`config.mk`:
```
export PLATFORM = sky130hd
export DESIGN_NAME = rmpu_top
export DESIGN_NICKNAME = d
export VERILOG_FILES = /design/src/rtl/rmpu_top.v
export VERILOG_INCLUDE_DIRS = /design/src /design/src/rtl
export SDC_FILE = /design/constraint.sdc
export NUM_CORES = 2
export LEC_CHECK = 0
export BUFFER_PORTS_ARGS = -buffer_cell sky130_fd_sc_hd__buf_2
export CAP_MARGIN = 30
export CORE_UTILIZATION = 35
export DETAILED_ROUTE_END_ITERATION = 12
export SYNTH_ARGS = -nofsm -noshare
export SYNTH_HDL_FRONTEND = slang
export SYNTH_SLANG_ARGS = --single-unit
```
`constraint.sdc`:
```
create_clock -name MCLK_I -period 4.1 [get_ports MCLK_I]
set_input_delay 0.205 -clock MCLK_I [delete_from_list [all_inputs] [get_ports MCLK_I]]
set_output_delay 0.205 -clock MCLK_I [all_outputs]
set_load 0.01 [all_outputs]
```
`src/rtl/rmpu_regs.vh`:
```
// Register map, field positions and reset values of the range protection checker
`ifndef RMPU_REGS_VH
`define RMPU_REGS_VH

// ----------------------------------------------------------------------------
// Register word addresses
// ----------------------------------------------------------------------------
`define RMPU_OFS_STATUS     10'h000
`define RMPU_OFS_CONFIG     10'h001
`define RMPU_OFS_TRAPS      10'h002
`define RMPU_OFS_DTRAP_ADDR 10'h003
`define RMPU_OFS_FTRAP_ADDR 10'h004
// Table groups sit in address bits 9:4; bits 3:2 set, bits 1:0 entry
`define RMPU_GRP_DLO        6'h10
`define RMPU_GRP_DHI        6'h11
`define RMPU_GRP_DMODE      6'h12
`define RMPU_GRP_CLO        6'h13
`define RMPU_GRP_CHI        6'h14
`define RMPU_GRP_CMODE      6'h15

// ----------------------------------------------------------------------------
// Field positions
// ----------------------------------------------------------------------------
`define RMPU_CFG_DATA_EN    0
`define RMPU_CFG_CODE_EN    1
`define RMPU_DM_STORE       7
`define RMPU_DM_LOAD        6
`define RMPU_DM_WR_SIG      5
`define RMPU_DM_RD_SIG      4
`define RMPU_DM_LO_WR       3
`define RMPU_DM_LO_RD       2
`define RMPU_DM_UP_WR       1
`define RMPU_DM_UP_RD       0
`define RMPU_CM_FETCH       7
`define RMPU_CM_FETCH_SIG   5
`define RMPU_CM_LO_FETCH    3
`define RMPU_CM_UP_FETCH    0
`define RMPU_CM_DEFINED     8'ha9

// ----------------------------------------------------------------------------
// Encodings and reset values
// ----------------------------------------------------------------------------
`define RMPU_IO_USER0       2'h0
`define RMPU_IO_USER1       2'h1
`define RMPU_IO_SUPER       2'h2
`define RMPU_SEG_PERI_LO    4'he
`define RMPU_SEG_LOCAL_A    4'hc
`define RMPU_SEG_LOCAL_B    4'hd
`define RMPU_SIZE_BYTE      2'h0
`define RMPU_RST_STATUS     2'h0
`define RMPU_RST_CONFIG     2'h0
`define RMPU_RST_WORD       32'h0000_0000
`define RMPU_RST_MODE       8'h00
`define RMPU_RST_TRAPS      6'h00

`endif

```
`src/rtl/rmpu_top.v`:
```
// Range based memory protection checker for data and fetch accesses
//
// The implementer's own choices: the plain strobed port and the register offsets.
`timescale 1ns/1ps
// Operation
// - A 2-bit active set select in the status word picks the governing set.
// - Entry hits when lower bound <= address < upper bound.
// - Loads/stores check data table; fetch PC checks code table.
// - A hit entry's mode decides permission and debug signals.
// - Number of sets is a parameter from 2 to 4.
// - Cleared permit bits grant nothing; cleared signal bits raise no debug.
// - Entry acts as range comparator, bound equality comparators, or both.
// - Supervisor level never bypasses range checks.
// - With protection enabled, every access is judged before it is performed.
// - I/O level codes: 0 user-0, 1 peripheral user, 2 supervisor.
// - Data modes gate only reads/writes, code modes only fetches.
// - Top nibble e or f is peripheral space, checked apart from tables.
// - Peripheral space refused at level 0, allowed at level 1 or above.
// - Supervisor line on the system bus shows level 2.
// - Protection disabled permits all non-peripheral accesses at any level.
// - Enabled: permit needs a hit whose mode enables the access type.
// - A refused access raises a protection trap instead of proceeding.
// - Permitted access to unimplemented local memory raises a bus error trap.
// - Misaligned access raises an alignment trap, not a protection trap.
// - Only the first byte address is compared against the ranges.
// - Data mode bits 7..0: store, load, wr sig, rd sig, lo wr/rd, up wr/rd.
// - Code mode bits: 7 fetch, 5 fetch sig, 3 lower, 0 upper; rest reserved.
`include "rmpu_regs.vh"

module rmpu_top #(
  parameter        NUM_SETS    = 4,
  parameter [27:0] LOCAL_BYTES = 28'h001_0000
) (
  input  wire        MCLK_I,
  input  wire        SRST_I,
  input  wire [9:0]  REG_ADDR_I,
  input  wire [31:0] REG_WDATA_I,
  input  wire        REG_WR_I,
  input  wire        REG_RD_I,
  output reg  [31:0] REG_RDATA_O,
  input  wire [1:0]  IO_LEVEL_I,
  output reg         SUPERVISOR_O,
  input  wire        D_REQ_I,
  input  wire        D_WRITE_I,
  input  wire [1:0]  D_SIZE_I,
  input  wire [31:0] D_ADDR_I,
  output reg         D_PERMIT_O,
  output reg         D_PROT_TRAP_O,
  output reg         D_ALIGN_TRAP_O,
  output reg         D_BUS_ERR_O,
  output reg  [3:0]  D_RANGE_SIG_O,
  output reg  [3:0]  D_LOWER_SIG_O,
  output reg  [3:0]  D_UPPER_SIG_O,
  input  wire        F_REQ_I,
  input  wire [31:0] F_ADDR_I,
  output reg         F_PERMIT_O,
  output reg         F_PROT_TRAP_O,
  output reg         F_ALIGN_TRAP_O,
  output reg         F_BUS_ERR_O,
  output reg  [3:0]  F_RANGE_SIG_O,
  output reg  [3:0]  F_LOWER_SIG_O,
  output reg  [3:0]  F_UPPER_SIG_O
);

  // --------------------------------------------------------------------------
  // Protection tables and control state
  // --------------------------------------------------------------------------
  reg  [31:0] dlo   [0:15];
  reg  [31:0] dhi   [0:15];
  reg  [7:0]  dmode [0:15];
  reg  [31:0] clo   [0:15];
  reg  [31:0] chi   [0:15];
  reg  [7:0]  cmode [0:15];
  reg  [1:0]  active_set_select;
  reg  [1:0]  prot_enable;
  reg  [5:0]  trap_flags;
  reg  [31:0] dtrap_addr;
  reg  [31:0] ftrap_addr;
  reg  [31:0] next_rdata;
  reg  [5:0]  next_trap_flags;

  wire [5:0]  grp      = REG_ADDR_I[9:4];
  wire [3:0]  tidx     = REG_ADDR_I[3:0];
  // Sets beyond the implemented count are unmapped
  wire        tset_ok  = ({30'h0, REG_ADDR_I[3:2]} < NUM_SETS);
  wire        sel_ok   = ({30'h0, active_set_select} < NUM_SETS);

  integer     di;
  integer     fi;
  integer     ri;
  reg  [3:0]  d_e;
  reg  [7:0]  d_m;
  reg  [3:0]  f_e;
  reg  [7:0]  f_m;
  wire [3:0]  set_base = {active_set_select, 2'h0};
  wire [3:0]  d_in;
  wire [3:0]  d_at_lo;
  wire [3:0]  d_at_hi;
  wire [3:0]  f_in;
  wire [3:0]  f_at_lo;
  wire [3:0]  f_at_hi;
  genvar      g;
  reg         d_hit;
  reg         d_granted;
  reg         f_hit;
  reg         f_granted;
  reg         d_peri;
  reg         f_peri;
  reg         d_misal;
  reg         d_local_gap;
  reg         f_local_gap;
  reg         d_allowed;
  reg         f_allowed;

  // --------------------------------------------------------------------------
  // Bound comparators of the active set
  // --------------------------------------------------------------------------
  generate
    for (g = 0; g < 4; g = g + 1) begin : g_entry
      rmpu_bound_cmp u_dcmp (
        .addr_i     (D_ADDR_I),
        .lower_i    (dlo[set_base + g]),
        .upper_i    (dhi[set_base + g]),
        .valid_i    (sel_ok),
        .in_range_o (d_in[g]),
        .at_lower_o (d_at_lo[g]),
        .at_upper_o (d_at_hi[g])
      );
      rmpu_bound_cmp u_fcmp (
        .addr_i     (F_ADDR_I),
        .lower_i    (clo[set_base + g]),
        .upper_i    (chi[set_base + g]),
        .valid_i    (sel_ok),
        .in_range_o (f_in[g]),
        .at_lower_o (f_at_lo[g]),
        .at_upper_o (f_at_hi[g])
      );
    end
  endgenerate

  // --------------------------------------------------------------------------
  // Data access check
  // --------------------------------------------------------------------------
  // Only the first byte address is compared, so a wide store may run
  // past the range end; leave slack between regions in software.
  always @* begin
    d_hit         = 1'b0;
    d_granted     = 1'b0;
    D_RANGE_SIG_O = 4'h0;
    D_LOWER_SIG_O = 4'h0;
    D_UPPER_SIG_O = 4'h0;
    d_e           = 4'h0;
    d_m           = 8'h00;
    for (di = 0; di < 4; di = di + 1) begin
      d_e = {active_set_select, di[1:0]};
      d_m = dmode[d_e];
      if (d_in[di]) begin
        d_hit = 1'b1;
        if (D_WRITE_I ? d_m[`RMPU_DM_STORE] : d_m[`RMPU_DM_LOAD]) begin
          d_granted = 1'b1;
        end
        D_RANGE_SIG_O[di] = D_REQ_I &
                            (D_WRITE_I ? d_m[`RMPU_DM_WR_SIG] : d_m[`RMPU_DM_RD_SIG]);
      end
      if (d_at_lo[di]) begin
        D_LOWER_SIG_O[di] = D_REQ_I &
                            (D_WRITE_I ? d_m[`RMPU_DM_LO_WR] : d_m[`RMPU_DM_LO_RD]);
      end
      if (d_at_hi[di]) begin
        D_UPPER_SIG_O[di] = D_REQ_I &
                            (D_WRITE_I ? d_m[`RMPU_DM_UP_WR] : d_m[`RMPU_DM_UP_RD]);
      end
    end
  end

  always @* begin
    d_peri      = (D_ADDR_I[31:28] >= `RMPU_SEG_PERI_LO);
    d_misal     = (D_SIZE_I != `RMPU_SIZE_BYTE) && D_ADDR_I[0];
    d_local_gap = ((D_ADDR_I[31:28] == `RMPU_SEG_LOCAL_A) ||
                   (D_ADDR_I[31:28] == `RMPU_SEG_LOCAL_B)) &&
                  (D_ADDR_I[27:0] >= LOCAL_BYTES);
    if (d_peri) begin
      d_allowed = (IO_LEVEL_I != `RMPU_IO_USER0);
    end else if (!prot_enable[`RMPU_CFG_DATA_EN]) begin
      d_allowed = 1'b1;
    end else begin
      // Level plays no part here, supervisor included
      d_allowed = d_hit && d_granted;
    end
    D_ALIGN_TRAP_O = D_REQ_I & d_misal;
    D_PROT_TRAP_O  = D_REQ_I & ~d_misal & ~d_allowed;
    D_BUS_ERR_O    = D_REQ_I & ~d_misal & d_allowed & d_local_gap;
    D_PERMIT_O     = D_REQ_I & ~d_misal & d_allowed & ~d_local_gap;
  end

  // --------------------------------------------------------------------------
  // Fetch check
  // --------------------------------------------------------------------------
  always @* begin
    f_hit         = 1'b0;
    f_granted     = 1'b0;
    F_RANGE_SIG_O = 4'h0;
    F_LOWER_SIG_O = 4'h0;
    F_UPPER_SIG_O = 4'h0;
    f_e           = 4'h0;
    f_m           = 8'h00;
    for (fi = 0; fi < 4; fi = fi + 1) begin
      f_e = {active_set_select, fi[1:0]};
      f_m = cmode[f_e];
      if (f_in[fi]) begin
        f_hit = 1'b1;
        if (f_m[`RMPU_CM_FETCH]) begin
          f_granted = 1'b1;
        end
        F_RANGE_SIG_O[fi] = F_REQ_I & f_m[`RMPU_CM_FETCH_SIG];
      end
      if (f_at_lo[fi]) begin
        F_LOWER_SIG_O[fi] = F_REQ_I & f_m[`RMPU_CM_LO_FETCH];
      end
      if (f_at_hi[fi]) begin
        F_UPPER_SIG_O[fi] = F_REQ_I & f_m[`RMPU_CM_UP_FETCH];
      end
    end
  end

  always @* begin
    f_peri      = (F_ADDR_I[31:28] >= `RMPU_SEG_PERI_LO);
    f_local_gap = ((F_ADDR_I[31:28] == `RMPU_SEG_LOCAL_A) ||
                   (F_ADDR_I[31:28] == `RMPU_SEG_LOCAL_B)) &&
                  (F_ADDR_I[27:0] >= LOCAL_BYTES);
    if (f_peri) begin
      f_allowed = (IO_LEVEL_I != `RMPU_IO_USER0);
    end else if (!prot_enable[`RMPU_CFG_CODE_EN]) begin
      f_allowed = 1'b1;
    end else begin
      f_allowed = f_hit && f_granted;
    end
    F_ALIGN_TRAP_O = F_REQ_I & F_ADDR_I[0];
    F_PROT_TRAP_O  = F_REQ_I & ~F_ADDR_I[0] & ~f_allowed;
    F_BUS_ERR_O    = F_REQ_I & ~F_ADDR_I[0] & f_allowed & f_local_gap;
    F_PERMIT_O     = F_REQ_I & ~F_ADDR_I[0] & f_allowed & ~f_local_gap;
  end

  // --------------------------------------------------------------------------
  // Sticky trap record
  // --------------------------------------------------------------------------
  // A trap in the cycle of a clearing write stays set
  always @* begin
    next_trap_flags = trap_flags;
    if (REG_WR_I && REG_ADDR_I == `RMPU_OFS_TRAPS) begin
      next_trap_flags = trap_flags & ~REG_WDATA_I[5:0];
    end
    next_trap_flags = next_trap_flags |
                      {F_BUS_ERR_O, F_ALIGN_TRAP_O, F_PROT_TRAP_O,
                       D_BUS_ERR_O, D_ALIGN_TRAP_O, D_PROT_TRAP_O};
  end

  // --------------------------------------------------------------------------
  // Register read mux
  // --------------------------------------------------------------------------
  always @* begin
    next_rdata = 32'h0000_0000;
    case (REG_ADDR_I)
      `RMPU_OFS_STATUS:     next_rdata = {30'h0, active_set_select};
      `RMPU_OFS_CONFIG:     next_rdata = {30'h0, prot_enable};
      `RMPU_OFS_TRAPS:      next_rdata = {26'h0, trap_flags};
      `RMPU_OFS_DTRAP_ADDR: next_rdata = dtrap_addr;
      `RMPU_OFS_FTRAP_ADDR: next_rdata = ftrap_addr;
      default: begin
        if (tset_ok) begin
          case (grp)
            `RMPU_GRP_DLO:   next_rdata = dlo[tidx];
            `RMPU_GRP_DHI:   next_rdata = dhi[tidx];
            `RMPU_GRP_DMODE: next_rdata = {24'h0, dmode[tidx]};
            `RMPU_GRP_CLO:   next_rdata = clo[tidx];
            `RMPU_GRP_CHI:   next_rdata = chi[tidx];
            `RMPU_GRP_CMODE: next_rdata = {24'h0, cmode[tidx]};
            default:         next_rdata = 32'h0000_0000;
          endcase
        end
      end
    endcase
  end

  // --------------------------------------------------------------------------
  // Register file and outputs from flops
  // --------------------------------------------------------------------------
  always @(posedge MCLK_I) begin
    if (SRST_I) begin
      for (ri = 0; ri < 16; ri = ri + 1) begin
        dlo[ri]   <= `RMPU_RST_WORD;
        dhi[ri]   <= `RMPU_RST_WORD;
        dmode[ri] <= `RMPU_RST_MODE;
        clo[ri]   <= `RMPU_RST_WORD;
        chi[ri]   <= `RMPU_RST_WORD;
        cmode[ri] <= `RMPU_RST_MODE;
      end
      active_set_select <= `RMPU_RST_STATUS;
      prot_enable       <= `RMPU_RST_CONFIG;
      trap_flags        <= `RMPU_RST_TRAPS;
      dtrap_addr        <= `RMPU_RST_WORD;
      ftrap_addr        <= `RMPU_RST_WORD;
      REG_RDATA_O       <= 32'h0000_0000;
      SUPERVISOR_O      <= 1'b0;
    end else begin
      SUPERVISOR_O <= (IO_LEVEL_I == `RMPU_IO_SUPER);
      REG_RDATA_O  <= REG_RD_I ? next_rdata : 32'h0000_0000;
      trap_flags   <= next_trap_flags;
      if (D_PROT_TRAP_O | D_ALIGN_TRAP_O | D_BUS_ERR_O) begin
        dtrap_addr <= D_ADDR_I;
      end
      if (F_PROT_TRAP_O | F_ALIGN_TRAP_O | F_BUS_ERR_O) begin
        ftrap_addr <= F_ADDR_I;
      end
      if (REG_WR_I) begin
        if (REG_ADDR_I == `RMPU_OFS_STATUS) begin
          active_set_select <= REG_WDATA_I[1:0];
        end
        if (REG_ADDR_I == `RMPU_OFS_CONFIG) begin
          prot_enable <= REG_WDATA_I[1:0];
        end
        if (tset_ok) begin
          case (grp)
            `RMPU_GRP_DLO:   dlo[tidx]   <= REG_WDATA_I;
            `RMPU_GRP_DHI:   dhi[tidx]   <= REG_WDATA_I;
            `RMPU_GRP_DMODE: dmode[tidx] <= REG_WDATA_I[7:0];
            `RMPU_GRP_CLO:   clo[tidx]   <= REG_WDATA_I;
            `RMPU_GRP_CHI:   chi[tidx]   <= REG_WDATA_I;
            // Reserved code mode bits always read as zero
            `RMPU_GRP_CMODE: cmode[tidx] <= REG_WDATA_I[7:0] & `RMPU_CM_DEFINED;
            default:         cmode[tidx] <= cmode[tidx];
          endcase
        end
      end
    end
  end

endmodule

// ----------------------------------------------------------------------------
// One range entry: in-range and bound equality compare
// ----------------------------------------------------------------------------
module rmpu_bound_cmp (
  input  wire [31:0] addr_i,
  input  wire [31:0] lower_i,
  input  wire [31:0] upper_i,
  input  wire        valid_i,
  output wire        in_range_o,
  output wire        at_lower_o,
  output wire        at_upper_o
);

  // Upper bound exclusive, so an entry with equal bounds never hits
  assign in_range_o = valid_i && (addr_i >= lower_i) && (addr_i < upper_i);
  assign at_lower_o = valid_i && (addr_i == lower_i);
  assign at_upper_o = valid_i && (addr_i == upper_i);

endmodule

```
==> flow_metrics.py <==
metrics = {
    "status": {
        "status": "finished with violations",
        "violations": "design-rule violations, negative setup slack",
    },
    "drt": {
        "drt_iter0_drc": 15000,
        "wire_per_inst_um": 35.3,
        "first_pass_iters": 12,
        "ant_nets": 0,
        "vias": 92400,
        "drcViolationCount": 6,
        "wl_um": 538000,
        "avgViaCountPerCell": 6.07,
    },
    "floorplanning": {
        "die_h_um": 622,
        "dieArea_um2": 386000,
        "fp.coreArea_um2": 382000,
        "num_rows": 227,
        "initial_core_util_pct": 35.2,
        "die_width_um": 622,
        "ioPinCount": 182,
    },
    "critical_path": {
        "path_cells": "buf_12 > buf_12 > buf_16 > buf_8 > buf_4 > mux4_2 > inv_1 > ha_1 > nand4_1 > nor4_1 > buf_4 > a211o_1 > a2111oi_4 > a22oi_2 > a31oi_4 > nand2_2 > nor2_1 > buf_4 > buf_6",
        "critPathSlowestCell": "mux4_2",
        "rr_startpoint": "active_set_select[0]$_SDFFE_PP0P_",
        "cp_common_cell": "buf_4",
        "worstPathMaxFanout": 5,
        "cp.arrival_ps": 5060,
        "slowest_delay_ps": 490,
        "r2r-end": "ftrap_addr[0]$_SDFFE_PP0P_",
        "end_kind": "primary output",
        "critPathLaunchType": "flop",
        "path_class": "reg -> out",
        "r2r_setup_slack_ps": -1140,
        "r2r_cells": 27,
        "crit_start": "active_set_select[0]$_SDFFE_PP0P_",
        "cp.required_ps": 3890,
    },
    "logic_synthesis": {
        "synth_most_common_cell": "edfxtp_1",
        "synth_common_cells": "edfxtp_1 (2304), and2_1 (2182), mux4_2 (1277)",
        "synth_top_area_cell": "edfxtp_1",
        "synth_area_leaders": "edfxtp_1 (52%), mux4_2 (21%), and2_1 (10%)",
        "synth_nets": 9917,
        "syn_area_um2": 134000,
        "ys_seq_area_share_pct": 53.1,
        "synth_top_area_share_pct": 51.5,
        "ys_ff_latch": 2413,
        "synth_area_per_cell_um2": 14.5,
        "yosysWarnings": 0,
        "synth_cells": 9288,
        "postSynth.asyncResetShare_pct": 0,
        "synth-main-ff-cell": "edfxtp_1",
        "synth_edf_count": 2304,
        "yosysUniqueCellTypes": 82,
    },
    "power": {
        "swShare_pct": 25.4,
        "power.total_w": 0.0614,
        "pwr-share-clk_pct": 41.3,
        "p_int_w": 0.0458,
        "p_leak_nw": 57.8,
        "power.density_nw_per_um2": 380,
        "irDropWorstVdd_v": 0.000310,
        "comb_power_share_pct": 11.6,
        "p_switching_w": 0.0156,
        "pwr-share-seq_pct": 47.1,
    },
    "cts": {
        "cts_tree": "yes",
        "clock-root-buffer": "clkbuf_16",
        "clock_sink_count": 2413,
        "cts_buffer_depth": 4,
        "insertion_delay_ps": 900,
        "clkTransAtPathRegs_ps": 70,
        "htreeDepth": 5,
        "cts_made_buffers": 278,
    },
    "finish": {
        "multiInputGateArea_um2": 60600,
        "final_cells": 15200,
        "fill_cells": 33800,
        "syn2layout_area_growth_pct": 20.3,
        "register_area_um2": 71400,
        "final_layout_size_suffix_gt1_share_pct": 31.3,
        "nNetsFinal": 10600,
    },
    "place": {
        "dpl.cell_count": 14400,
        "hpwl_um": 346000,
        "gp_congestion": 0.954,
        "port_buffers": 181,
    },
    "sta": {
        "max-slew-margin-rel_pct": 28.1,
        "slew_viol_final": 0,
        "setup_ws_ps": -1160,
        "finalHoldViolCount": 0,
        "fin_crit_ps": 5260,
        "worstMarginPinSlew_ps": 1070,
        "finalCritPeriodShare_pct": 128,
        "finalClockSkew_ps": 72.4,
        "grt_setup_unrepaired": "yes",
        "setup_violations": 97,
        "max_freq_ghz": 0.190,
    },
    "min_path": {
        "min_from": "REG_ADDR_I[2]",
        "min_to": "cmode[12][1]$_SDFFCE_PN0P_",
        "hp-class": "in -> reg",
        "whs_path_depth": 4,
    },
    "global_route": {
        "antenna_found_initial": 76,
        "grt_pass1_wl_um": 739000,
        "overflow": 0,
        "grt_max_degree": 80,
        "grt_pass1_vias": 91600,
        "grt_usage_pct": 27.2,
    },
    "flow_run": {
        "max_cap_viol_count": 0,
    },
}
[how the worst max path moves through the flow]
stage | to | slack (ps) | cells after the start
2_1_floorplan | dhi[0][0]$_SDFFCE_PN0P_ | -290 | 8
3_3_place_gp | D_PERMIT_O | -850 | 16
3_5_place_dp | dtrap_addr[14]$_SDFFE_PP0P_ | -840 | 14
4_1_cts | F_PERMIT_O | -1120 | 17
5_1_grt | ftrap_addr[0]$_SDFFE_PP0P_ | -1200 | 27
6_report | F_PERMIT_O | -1160 | 19
[metal layers]
metal | share of wire (%) | GRT usage, %
met4 | 6.6 | 15.2
met5 | 0.041 | 0
met1 | 37 | 35.6
met3 | 13 | 7.60
met2 | 44 | 40.7
[state kept, by name (all words and copies together), names as in the netlist, named ones only]
signal             count
dhi                  512
SUPERVISOR_O           1
ftrap_addr            32
dmode                128
chi                  512
dlo                  512
cmode                128
clo                  512
prot_enable            2
dtrap_addr            32
REG_RDATA_O           32
active_set_select      2
trap_flags             6
[worst max-delay path, delay by kind of cell, from the launching register on]
kind / cells / cell delay, ps
fa+ha+maj: 1 / 250
compound gates: 4 / 1300
buf+inv: 9 / 1210
simple gates: 4 / 510
flops: 1 / 370
mux: 1 / 490
[final cells by class]
cell class,count,area share (%)
tap,5038,3.90
sequential,2413,44.2
multi-input combinational,5540,37.5
clock buffer,354,4.72
timing repair buffer,1189,7.62
inverter,521,1.22
antenna,44,0.0681
clock inverter,126,0.839
[cell families after synthesis]
logic type	count (synthesis)	share of synthesized area (%)
AO/OA/AOI/OAI	630	3.09
multiplexers	1331	21.9
AND/OR/NAND/NOR	3064	13.2
buffers and inverters	1338	3.92
flip-flops	2413	53.1
adder cells (fa/ha/maj)	512	4.77
[repair_timing]
action,in CTS,in global routing
gates cloned,22,3
setup endpoints to repair,98,98
gates resized for setup,363,127
hold buffers,96,1
pin swaps,106,107
setup buffers,120,47
hold endpoints to repair,455,37
[placed cells by master (no fill, tap or decap), types with 66 or more instances in the layout]
cell type and count:
a21oi_1 189, dlygate4sd3_1 97, edfxtp_1 2304, nand3_1 73
buf_4 623, o21ai_4 66, nand2_1 267, ha_1 482
buf_2 159, inv_1 463, nor2_4 69, and2_1 2179
nand4_1 107, dfxtp_1 105, buf_12 190, nor2_1 200
clkbuf_16 292, mux4_2 1277
[stage by stage]
step	utilization, %	hold WS [ps]	TNS [ps]	area (um^2)	setup slack, ps
floorplan	-	281	-160970	134000	-291
global placement	38.4	445	-47640	147000	-849
detailed placement	38.5	451	-49950	147000	-836
CTS	42.0	11.3	-45580	161000	-1120
global route	42.3	21.7	-58510	162000	-1200
finish	42.3	50.4	-51790	162000	-1160
[power by group through the flow]
stage,combinational [W],clock [W],sequential [W]
6_report,0.00713,0.0254,0.0289
5_1_grt,0.00735,0.0263,0.0290
4_1_cts,0.00691,0.0255,0.0289
3_5_place_dp,0.00660,0,0.0294
3_3_place_gp,0.00644,0,0.0293
2_1_floorplan,0.00365,0,0.0290
Note: power is estimated with default switching activity, not from simulation.
